--- src/dnwc_pkg.sv ---
// package for the data nonvolatile write control block
// assumes a single 100 MHz core clock and a plain register port
package dnwc_pkg;
    // register offsets on the plain port
    localparam logic [2:0] OFS_ADDR = 3'h0;
    localparam logic [2:0] OFS_DATA = 3'h1;
    localparam logic [2:0] OFS_CTRL = 3'h2;
    localparam logic [2:0] OFS_UNLOCK = 3'h3;
    localparam logic [2:0] OFS_FLAG2 = 3'h4;
    localparam logic [2:0] OFS_ENABLE2 = 3'h5;
    localparam logic [2:0] OFS_PRIO2 = 3'h6;
    // control register bit positions, then the done bit of the flag, enable and priority registers
    localparam int CTRL_SPACE = 7;
    localparam int CTRL_CFG = 6;
    localparam int CTRL_FREE = 4;
    localparam int CTRL_ABORT = 3;
    localparam int CTRL_ENABLE = 2;
    localparam int CTRL_COMMIT = 1;
    localparam int CTRL_READ = 0;
    localparam int FLAG2_DONE = 4;
    // unlock keys
    localparam logic [7:0] KEY_FIRST = 8'h55;
    localparam logic [7:0] KEY_SECOND = 8'hAA;
    // reset values
    localparam logic [7:0] CTRL_RST = 8'h00;
    localparam logic [7:0] BYTE_RST = 8'h00;
    // timing: clock, default self-timed write length and hold length
    localparam int CLK_MHZ = 100;
    localparam int WRITE_US = 4000;
    localparam int WRITE_CYC = WRITE_US * CLK_MHZ;
    localparam int HOLD_US = 65000;
    localparam int HOLD_CYC = HOLD_US * CLK_MHZ;

    typedef enum logic [1:0] {UNL_IDLE, UNL_KEY1, UNL_ARMED} dnwc_unl_type;

    typedef struct packed {
        logic we;
        logic re;
        logic [2:0] addr;
        logic [7:0] wdata;
    } dnwc_bus_type;
endpackage

--- src/dnwc_top.sv ---
// write and read control for the byte-wide data nonvolatile array
// assumes synchronous inputs, one clock, a bus master that never waits
`timescale 1ns/1ps
`default_nettype none
module dnwc_top #(
    parameter int WRITE_CYCLES = dnwc_pkg::WRITE_CYC,
    parameter int HOLD_CYCLES = dnwc_pkg::HOLD_CYC
) (
    // clock and reset
    input wire logic mclk_i,
    input wire logic sys_rst_i,
    // register port
    input wire logic [2:0] reg_addr_i,
    input wire logic [7:0] reg_wdata_i,
    input wire logic reg_we_i,
    input wire logic reg_re_i,
    output logic [7:0] reg_rdata_o,
    // external programming port
    input wire logic code_protect_i,
    input wire logic ext_we_i,
    input wire logic ext_re_i,
    input wire logic [7:0] ext_addr_i,
    input wire logic [7:0] ext_wdata_i,
    output logic [7:0] ext_rdata_o,
    output logic ext_ready_o,
    // status
    output logic write_busy_o,
    output logic nvm_done_irq_o
);
    typedef struct packed {
        logic [7:0] addr;
        logic [7:0] data;
        logic space;
        logic cfg;
        logic free;
        logic abort;
        logic enable;
        logic commit;
        dnwc_pkg::dnwc_unl_type unl;
        logic [31:0] wcnt;
        logic [31:0] hold;
        logic done;
        logic done_ie;
        logic done_ip;
        logic rd_pend;
        logic ext_pend;
        logic [7:0] rdata;
        logic [7:0] erdata;
        logic ext_ready;
        logic irq;
    } dnwc_state_type;

    dnwc_state_type st_r, st_nxt;
    dnwc_pkg::dnwc_bus_type bus;
    logic [7:0] mem_q;
    logic [7:0] mem_raddr;
    logic mem_re;
    logic [7:0] mem_waddr;
    logic [7:0] mem_wdata;
    logic mem_we;
    logic hold_done;
    logic ext_ok;
    logic wr_last;
    logic core_rd;

    assign bus = '{we: reg_we_i, re: reg_re_i, addr: reg_addr_i, wdata: reg_wdata_i};
    assign hold_done = (st_r.hold == 32'(HOLD_CYCLES));
    assign ext_ok = !code_protect_i && !st_r.commit;
    assign wr_last = st_r.commit && (st_r.wcnt == 32'(WRITE_CYCLES - 1));
    // core read starts on the control write itself, whatever the protect bit
    assign core_rd = bus.we && bus.addr == dnwc_pkg::OFS_CTRL && !st_r.commit
        && bus.wdata[dnwc_pkg::CTRL_READ] && !bus.wdata[dnwc_pkg::CTRL_SPACE];

    function automatic logic [7:0] ctrl_view(input dnwc_state_type s);
        // bit 5 unimplemented, reads zero
        ctrl_view = {s.space, s.cfg, 1'b0, s.free, s.abort, s.enable, s.commit, 1'b0};
    endfunction

    ////////////////////////////////////////////////////////////////////////////
    // memory: core read wins port; ext read uses it when the core is quiet
    assign mem_re = core_rd || (ext_re_i && ext_ok);
    assign mem_raddr = core_rd ? st_r.addr : ext_addr_i;
    // array is written on the edge that ends the write, so busy low means stored
    assign mem_we = wr_last || (ext_we_i && ext_ok && hold_done);
    assign mem_waddr = wr_last ? st_r.addr : ext_addr_i;
    assign mem_wdata = wr_last ? st_r.data : ext_wdata_i;

    dnwc_mem #(.AW(8)) dnwc_mem_inst (
        .mclk_i(mclk_i),
        .wen_i(mem_we),
        .waddr_i(mem_waddr),
        .wdata_i(mem_wdata),
        .ren_i(mem_re),
        .raddr_i(mem_raddr),
        .rdata_o(mem_q)
    );

    ////////////////////////////////////////////////////////////////////////////
    always_comb
    begin
        st_nxt = st_r;
        st_nxt.rd_pend = 1'b0;
        st_nxt.ext_pend = 1'b0;
        st_nxt.ext_ready = 1'b0;
        if (!hold_done)
        begin
            st_nxt.hold = st_r.hold + 32'd1;
        end
        // finished read lands in the data register
        if (st_r.rd_pend)
        begin
            st_nxt.data = mem_q;
        end
        if (st_r.ext_pend)
        begin
            st_nxt.erdata = mem_q;
            st_nxt.ext_ready = 1'b1;
        end
        if (ext_re_i && ext_ok && !core_rd)
        begin
            st_nxt.ext_pend = 1'b1;
        end
        // self-timed write
        if (st_r.commit)
        begin
            st_nxt.wcnt = st_r.wcnt + 32'd1;
            if (st_r.wcnt == 32'(WRITE_CYCLES - 1))
            begin
                st_nxt.commit = 1'b0;
                st_nxt.abort = 1'b0;
                st_nxt.done = 1'b1;
            end
        end
        if (bus.we)
        begin
            unique case (bus.addr)
                dnwc_pkg::OFS_ADDR:
                begin
                    if (!st_r.commit) st_nxt.addr = bus.wdata;
                end
                dnwc_pkg::OFS_DATA:
                begin
                    if (!st_r.commit && !st_r.rd_pend) st_nxt.data = bus.wdata;
                end
                dnwc_pkg::OFS_CTRL:
                begin
                    if (!st_r.commit)
                    begin
                        st_nxt.space = bus.wdata[dnwc_pkg::CTRL_SPACE];
                        st_nxt.cfg = bus.wdata[dnwc_pkg::CTRL_CFG];
                        st_nxt.free = bus.wdata[dnwc_pkg::CTRL_FREE];
                        st_nxt.abort = bus.wdata[dnwc_pkg::CTRL_ABORT];
                        st_nxt.enable = bus.wdata[dnwc_pkg::CTRL_ENABLE];
                        // old enable gates commit, so same-write set fails
                        if (bus.wdata[dnwc_pkg::CTRL_COMMIT] && st_r.enable
                            && st_r.unl == dnwc_pkg::UNL_ARMED && hold_done
                            && !st_r.space && !st_r.cfg)
                        begin
                            st_nxt.commit = 1'b1;
                            st_nxt.abort = 1'b1;
                            st_nxt.wcnt = 32'd0;
                        end
                        st_nxt.rd_pend = core_rd;
                    end
                end
                dnwc_pkg::OFS_FLAG2:
                begin
                    // hardware set wins over software clear
                    st_nxt.done = st_nxt.done | bus.wdata[dnwc_pkg::FLAG2_DONE];
                    if (!bus.wdata[dnwc_pkg::FLAG2_DONE] && !wr_last) st_nxt.done = 1'b0;
                end
                dnwc_pkg::OFS_ENABLE2: st_nxt.done_ie = bus.wdata[dnwc_pkg::FLAG2_DONE];
                dnwc_pkg::OFS_PRIO2: st_nxt.done_ip = bus.wdata[dnwc_pkg::FLAG2_DONE];
                default: ;
            endcase
        end
        // unlock sequencer: any other register write breaks the sequence
        if (bus.we)
        begin
            if (bus.addr == dnwc_pkg::OFS_UNLOCK)
            begin
                if (bus.wdata == dnwc_pkg::KEY_FIRST) st_nxt.unl = dnwc_pkg::UNL_KEY1;
                else if (bus.wdata == dnwc_pkg::KEY_SECOND && st_r.unl == dnwc_pkg::UNL_KEY1)
                    st_nxt.unl = dnwc_pkg::UNL_ARMED;
                else st_nxt.unl = dnwc_pkg::UNL_IDLE;
            end
            else
            begin
                st_nxt.unl = dnwc_pkg::UNL_IDLE;
            end
        end
        st_nxt.irq = st_nxt.done && st_nxt.done_ie;
        if (bus.re)
        begin
            unique case (bus.addr)
                dnwc_pkg::OFS_ADDR: st_nxt.rdata = st_r.addr;
                // a read landing this edge is passed through
                dnwc_pkg::OFS_DATA: st_nxt.rdata = st_r.rd_pend ? mem_q : st_r.data;
                dnwc_pkg::OFS_CTRL: st_nxt.rdata = ctrl_view(st_r);
                dnwc_pkg::OFS_FLAG2: st_nxt.rdata = {3'b000, st_r.done, 4'h0};
                dnwc_pkg::OFS_ENABLE2: st_nxt.rdata = {3'b000, st_r.done_ie, 4'h0};
                dnwc_pkg::OFS_PRIO2: st_nxt.rdata = {3'b000, st_r.done_ip, 4'h0};
                default: st_nxt.rdata = 8'h00;
            endcase
        end
        else
        begin
            st_nxt.rdata = 8'h00;
        end
    end

    always_ff @(posedge mclk_i)
    begin
        if (sys_rst_i)
        begin
            st_r <= '0;
            // abort survives reset so a cut write stays visible; unknown at power-up
            st_r.abort <= st_r.abort;
        end
        else
        begin
            st_r <= st_nxt;
        end
    end

    assign reg_rdata_o = st_r.rdata;
    assign ext_rdata_o = st_r.erdata;
    assign ext_ready_o = st_r.ext_ready;
    assign write_busy_o = st_r.commit;
    assign nvm_done_irq_o = st_r.irq;

    ////////////////////////////////////////////////////////////////////////////
    commit_needs_enable_a: assert property (@(posedge mclk_i) disable iff (sys_rst_i)
        $rose(st_r.commit) |-> $past(st_r.enable))
        else $error("commit set without prior enable");
    commit_needs_keys_a: assert property (@(posedge mclk_i) disable iff (sys_rst_i)
        $rose(st_r.commit) |-> $past(st_r.unl) == dnwc_pkg::UNL_ARMED)
        else $error("commit set without unlock");
    enable_sticky_a: assert property (@(posedge mclk_i) disable iff (sys_rst_i)
        $fell(st_r.enable) |-> $past(bus.we) && $past(bus.addr) == dnwc_pkg::OFS_CTRL)
        else $error("enable cleared by hardware");
    addr_locked_a: assert property (@(posedge mclk_i) disable iff (sys_rst_i)
        st_r.commit && $past(st_r.commit) |-> $stable(st_r.addr))
        else $error("address changed during write");
    done_on_end_a: assert property (@(posedge mclk_i) disable iff (sys_rst_i)
        $fell(st_r.commit) |-> st_r.done && !st_r.abort)
        else $error("write end without done");
    hold_blocks_a: assert property (@(posedge mclk_i) disable iff (sys_rst_i)
        $rose(st_r.commit) |-> $past(hold_done))
        else $error("write during hold period");
    unlock_reads_zero_a: assert property (@(posedge mclk_i) disable iff (sys_rst_i)
        bus.re && bus.addr == dnwc_pkg::OFS_UNLOCK |=> reg_rdata_o == 8'h00)
        else $error("unlock port read nonzero");
    abort_set_a: assert property (@(posedge mclk_i) disable iff (sys_rst_i)
        $rose(st_r.commit) |-> st_r.abort)
        else $error("abort flag not set at commit");
    protect_blocks_a: assert property (@(posedge mclk_i) disable iff (sys_rst_i)
        ext_re_i && code_protect_i |-> ##2 !st_r.ext_ready)
        else $error("external read under protection");
endmodule
`default_nettype wire

--- src/dnwc_mem.sv ---
// 256 x 8 storage for the data array
// assumes one clock; read data come out registered one cycle after ren
`timescale 1ns/1ps
`default_nettype none
module dnwc_mem #(
    parameter int AW = 8
) (
    // clock
    input wire logic mclk_i,
    // write port
    input wire logic wen_i,
    input wire logic [AW-1:0] waddr_i,
    input wire logic [7:0] wdata_i,
    // read port
    input wire logic ren_i,
    input wire logic [AW-1:0] raddr_i,
    output logic [7:0] rdata_o
);
    logic [7:0] mem_r [0:(1<<AW)-1];

    always_ff @(posedge mclk_i)
    begin
        if (wen_i)
        begin
            mem_r[waddr_i] <= wdata_i;
        end
        if (ren_i)
        begin
            rdata_o <= mem_r[raddr_i];
        end
    end
endmodule
`default_nettype wire

--- config.mk ---
export PLATFORM = sky130hd
export DESIGN_NAME = dnwc_top
export DESIGN_NICKNAME = d
export VERILOG_FILES = /design/src/dnwc_pkg.sv /design/src/dnwc_top.sv /design/src/dnwc_mem.sv
export SDC_FILE = /design/constraint.sdc
export NUM_CORES = 2
export LEC_CHECK = 0
export BUFFER_PORTS_ARGS = -buffer_cell sky130_fd_sc_hd__buf_4
export CAP_MARGIN = 20
export CORE_UTILIZATION = 40
export DETAILED_ROUTE_END_ITERATION = 16
export MAX_ROUTING_LAYER = met4
export PLACE_DENSITY = 0.58
export SETUP_SLACK_MARGIN = 0.3
export SYNTH_ARGS = -nofsm -noshare
export SYNTH_HDL_FRONTEND = slang
export SYNTH_SLANG_ARGS = --single-unit
--- constraint.sdc ---
create_clock -name mclk_i -period 6.35 [get_ports mclk_i]
set_input_delay 0 -clock mclk_i [delete_from_list [all_inputs] [get_ports mclk_i]]
set_output_delay 0 -clock mclk_i [all_outputs]
set_load 0.03 [all_outputs]
; Word level (Yosys, flattened, before mapping)
; Memories as Yosys holds them, arrays and structs flattened. A register that Yosys moved wholly into a read port is not among the register bits.
; Index checks and enable logic that the tools add are counted.
[word_totals]
memories = 1
input_bits = 34
ramBits = 2048
regBits = 111
[classes]
n_reduce_logical = 36
eq_ne = 12
addsub = 2
muxes = 37
bitwise = 5
[memory_table]
columns = name, words, word_bits, rd, rd_clocked_by_memory_dff, wr, line
row1 = dnwc_mem_inst.mem_r, 256, 8, 1, 1, 1, dnwc_mem.sv:19  ; logic [7:0] mem_r [0:(1<<AW)-1];
[op_table]
columns = op, count
row1 = $mux 32, 5
row2 = $add 32x1->32 const B, 2
row3 = $mux 8, 6
row4 = $pmux 8 s6, 1
row5 = $eq 32x19->1 const B, 1
row6 = $eq 32x23->1 const B, 1
row7 = $logic_and 1x1->1, 19
row8 = $mux 1, 18
row9 = $mux 14, 1
row10 = $mux 6, 2
row11 = $eq 3x3->1 const B, 3
row12 = $logic_not 1->1, 9
row13 = $eq 8x7->1 const B, 1
row14 = $eq 8x8->1 const B, 1
row15 = $eq 3x2->1 const B, 2
row16 = $mux 2, 3
row17 = $reduce_and 3->1, 2
row18 = $mux 4, 1
row19 = $not 1->1, 4
row20 = $reduce_or 4->1, 1
row21 = $eq 3x1->1 const B, 1
row22 = $logic_not 3->1, 1
row23 = $eq 2x1->1 const B, 1
row24 = $eq 2x2->1 const B, 1
row25 = other kinds (4), 5

; Depth between registers and ports, before layout
[depth]
depth_word = 9
mapped_depth = 16
ltp_nobuf = 11

; Cells and area by module
; Synthesis repeated with hierarchy kept, for this count alone.
[unflattened]
cells_unflattened = 4323
hier_area_um2 = 85087.9
[modules_own_cells]
columns = module, instances, area_each_um2, cells_per_inst
row1 = dnwc_mem, 1, 79636.4, 3733
row2 = dnwc_top, 1, 5451.5, 590

; Worst setup path before layout
; OpenSTA, ideal clock, no wires.
[synth_path]
path_kind = register to register
from = reg st_r, in the netlist write_busy_o
to = mem dnwc_mem_inst.mem_r[0][0], data pin
setup_time_ps = 556
arrival_time_ps = 4111
stages_incl_launch_ff = 11
slack_ps = 1683
required_time_ps = 5794
synth_period_minus_slack_ps = 4667
path_cell_list = dfxtp_1 buf_2 nand3_1 nor3_2 nand2_1 nor4_4 buf_4 buf_6 buf_6 clkbuf_1 mux2_2
[synth_via]
elab_chain_cells = 2
[synth_lines]
columns = item, line
row1 = start: declaration, dnwc_top.sv:53  ; dnwc_state_type st_r, st_nxt;
row2 = start signal: assignment, dnwc_top.sv:222  ; st_r <= st_nxt;
row3 = $logic_and 1x1->1, dnwc_top.sv:69  ; assign wr_last = st_r.commit && (st_r.wcnt == 32'(WRITE_CYCLES - 1));
row4 = $mux 8, dnwc_top.sv:86  ; assign mem_wdata = wr_last ? st_r.data : ext_wdata_i;
row5 = net dnwc_mem_inst.wdata_i[0], dnwc_mem.sv:13  ; input wire logic [7:0] wdata_i,
row6 = end: declaration, dnwc_mem.sv:19
; The timed path passes the listed nets, and every way through them passes these cells.

; Worst setup path after layout
[layout_path]
from = reg st_r, in the netlist write_busy_o
to = reg dnwc_mem_inst.rdata_o[1], read port of dnwc_mem_inst.mem_r, data pin
[layout_via]
elab_chain_cells = 5
elab_cells_between_ends = 8
[layout_lines]
columns = item, line
row1 = $logic_not 1->1 *, --
row2 = $logic_and 1x1->1, dnwc_top.sv:71  ; assign core_rd = bus.we && bus.addr == dnwc_pkg::OFS_CTRL && !st_r.commit
row3 = $logic_and 1x1->1 (2 in series), dnwc_top.sv:72  ; && bus.wdata[dnwc_pkg::CTRL_READ] && !bus.wdata[dnwc_pkg::CTRL_SPACE];
row4 = $mux 8 or $logic_or 1x1->1 (tied branches), "dnwc_top.sv:82, dnwc_top.sv:81"
row5 = end: declaration, dnwc_mem.sv:17  ; output logic [7:0] rdata_o
; Mark *: on every way between the ends. The rest lies on a longest branch, timed or not.
; A chain may end at the register's enable or synchronous reset.

==> metrics.cfg <==
[timing]
drv_slew=0
slew_headroom_pct=19.9
period_share_pct=85.2
skew_ns=0.0448
period_minus_slack_ns=5.41
setup_slack_ns=0.939
setup_viol=0
rsz0062_at_grt=no
tightest_slew_ns=1.20
fmaxAchievable_ghz=0.185
hold_violations=0
tns_ns=0
hold_slack_ns=0.0623

[setup_path]
crit_arrival_ns=5.97
critPathKind=reg -> reg
start_kind=flop
cp.required_ns=6.91
startpoint=write_busy_o
r2r_end=dnwc_mem_inst.rdata_o[1]
reg2reg_from=write_busy_o
rrSetupSlack_ns=0.94
cp-end-kind=flop
rr_worst_depth=12
worstPathMaxFanout=19
worstSetupEndpoint=dnwc_mem_inst.rdata_o[1]

[global_routing]
grt.overflow.total=0
grt_usage_pct=23.9
antenna_found_initial=10
first_global_vias=51900
grt_pass1_wl_um=370000
grt_max_degree=127

[place]
gp_congestion=0.926
dp_hpwl_um=151000
dp_slack_ns=1.29
io_buffers=52

[logic_synthesis]
synth_edf_count=2057
synth_cells=6497
synth_cell_types=81
ys_seq_elements=2167
yosysSeqAreaShare_pct=74.0
syn_nets=6534
yosys_warnings=0
netlist_area_um2=86400
async_reset_ff_share_pct=0
avgSynthCellArea_um2=13.3
synth-main-ff-cell=edfxtp_1

[clock_tree]
cts_made_buffers=209
cts_tree=done
clock_latency_ns=0.87
root_buffer=clkbuf_16
cts_num_sinks=2167
clk_path_buf_depth=3
htree_num_levels=4
cts_setup_buffers=0
clkTransAtPathRegs_ns=0.07

[flow_run]
maxCapViolCount=0

[route]
ant_nets=0
dr.pass1.iters=8
vias=54700
drt-vias-per-instance=5.72
drt-total-wl_um=255000
drc=0
drt_iter0_drc=7090
wire_per_inst_um=26.7

[finish]
area_delta_synth_final_pct=12.6
layout-drive-gt1-share_pct=9.30
nNetsFinal=6566
fill_cells=18900

[die]
num_io_pins=53
die_x_um=467
start_util_pct=40.3
die_h_um=467
fp.coreArea_um2=215000
dieArea_um2=218000
num_rows=170

[outcome]
status=complete, no violations

[power_and_ir_drop]
p_leak_uw=0.0319
powerDensity_nw_per_um2=303
irDropWorstVdd_mv=0.312

[worst_hold_path]
hp-class=in -> reg

[cell families after synthesis]
family	after synthesis	synth area share [%]
XOR/XNOR	61	0.618
AND/OR/NAND/NOR	2509	12.5
multiplexers	264	3.10
buffers and inverters	447	2.56
adder cells (fa/ha/maj)	3	0.0435
AO/OA/AOI/OAI	1046	7.15
flip-flops	2167	74.0
[critical path, stage by stage (launching register included)]
cell	delay [ns]
dfxtp_1	0.49
nor3b_2	0.31
dlygate4sd3_1	0.59
buf_4	0.25
nand2_4	0.27
mux2i_4	0.44
buf_4	0.33
a211oi_1	0.23
nor4_1	0.13
o41ai_1	1.06
nand4_1	0.36
o31ai_1	0.43
nor3_1	0.17
[sequential cells by signal (all words and copies together), names as in the netlist]
signal,count
ext_ready_o,1
st_r,92
write_busy_o,1
reg_rdata_o,8
ext_rdata_o,8
dnwc_mem_inst.mem_r,2048
dnwc_mem_inst.rdata_o,8
nvm_done_irq_o,1
[report_power, final]
part / switching (µW) / internal, µW
combinational: 1180 / 402
sequential: 22.4 / 15600
clock: 5470 / 6800
[layout by cell type (no fill, tap or decap), types with 37 or more instances in the layout]
| master | count |
|---|---|
| edfxtp_1 | 2057 |
| nand2_1 | 1527 |
| a21oi_1 | 577 |
| nor2_1 | 365 |
| nand3_1 | 243 |
| mux2i_1 | 242 |
| clkbuf_16 | 211 |
| buf_4 | 165 |
| a31oi_1 | 128 |
| nor4_1 | 120 |
| dfxtp_1 | 110 |
| o22ai_1 | 102 |
| a32oi_1 | 62 |
| clkinv_1 | 62 |
| nand4_1 | 61 |
| dlygate4sd3_1 | 52 |
| o21ai_0 | 47 |
| xor2_1 | 45 |
| a211oi_1 | 42 |
| and3_1 | 41 |
| clkinv_2 | 40 |
| clkbuf_1 | 37 |
[synth_stat cells, drive strengths merged, types with 9 or more instances]
cell type,n,area (µm²)
a211oi,42,315
a21oi,584,2940
a22oi,14,105
a31o,9,78.8
a31oi,132,845
a32oi,62,543
and3,41,257
buf,274,1570
clkbuf,160,601
dfxtp,110,2200
edfxtp,2057,61800
inv,13,48.8
mux2,17,191
mux2i,246,2470
nand2,1531,5760
nand2b,12,75.1
nand3,245,1240
nand4,61,382
nor2,389,1520
nor2b,10,62.6
nor3,19,100
nor4,121,772
o21ai,53,280
o22ai,102,638
or2,30,188
or3,22,178
xnor2,16,140
xor2,45,394
[stage by stage]
| stage | instances | power, µW | utilization [%] | area [µm²] |
|---|---|---|---|---|
| after floorplan | 6497 | 16800 | - | 86400 |
| after global placement | 9095 | 17500 | 41.9 | 89900 |
| after detailed placement | 9102 | 17500 | 41.9 | 90000 |
| after CTS | 9547 | 29600 | 45.3 | 97200 |
| after global routing | 9555 | 30300 | 45.3 | 97300 |
| final | 9561 | 29500 | 45.3 | 97300 |
[area by class of cell]
class                   count  area [µm²]  share of cell area [%]
multi-input cells        3883       20500                    21.1
repair buffers            255        2480                    2.55
flip-flops and latches   2167       64000                    65.8
well taps                2838        3550                    3.65
inverters                  13        48.8                  0.0502
clock buffers             248        5420                    5.57
diodes                     12        30.0                  0.0309
clock inverters           145        1280                    1.32
[worst min path at each step]
stage,from,endpoint,depth (start not counted),slack (ns)
final,ext_wdata_i[4],dnwc_mem_inst.mem_r[246][4],2,0.06
after global routing,ext_wdata_i[4],dnwc_mem_inst.mem_r[246][4],2,0.05
after CTS,ext_wdata_i[4],dnwc_mem_inst.mem_r[246][4],2,0.0004
after detailed placement,reg_re_i,reg_rdata_o[4],3,0.27
after global placement,reg_re_i,reg_rdata_o[4],3,0.27
after floorplan,ext_re_i,st_r[18],2,0.14
[routing by layer]
layer / part of all wire (%) / vias up / track usage, % / wire length, µm
li1: - / 24100 / - / -
met1: 41 / 27700 / 32.1 / 105000
met2: 47 / 2533 / 36.5 / 119000
met3: 8.8 / 410 / 4.17 / 22400
met4: 3.4 / 0 / 8.49 / 8690
met5: 0 / - / - / 0
[what timing repair did]
item                      in CTS  in global routing
resized for setup              0                  0
hold endpoints to repair     147                  0
hold buffers                  52                  0
Power figures use the tool's default switching activity.
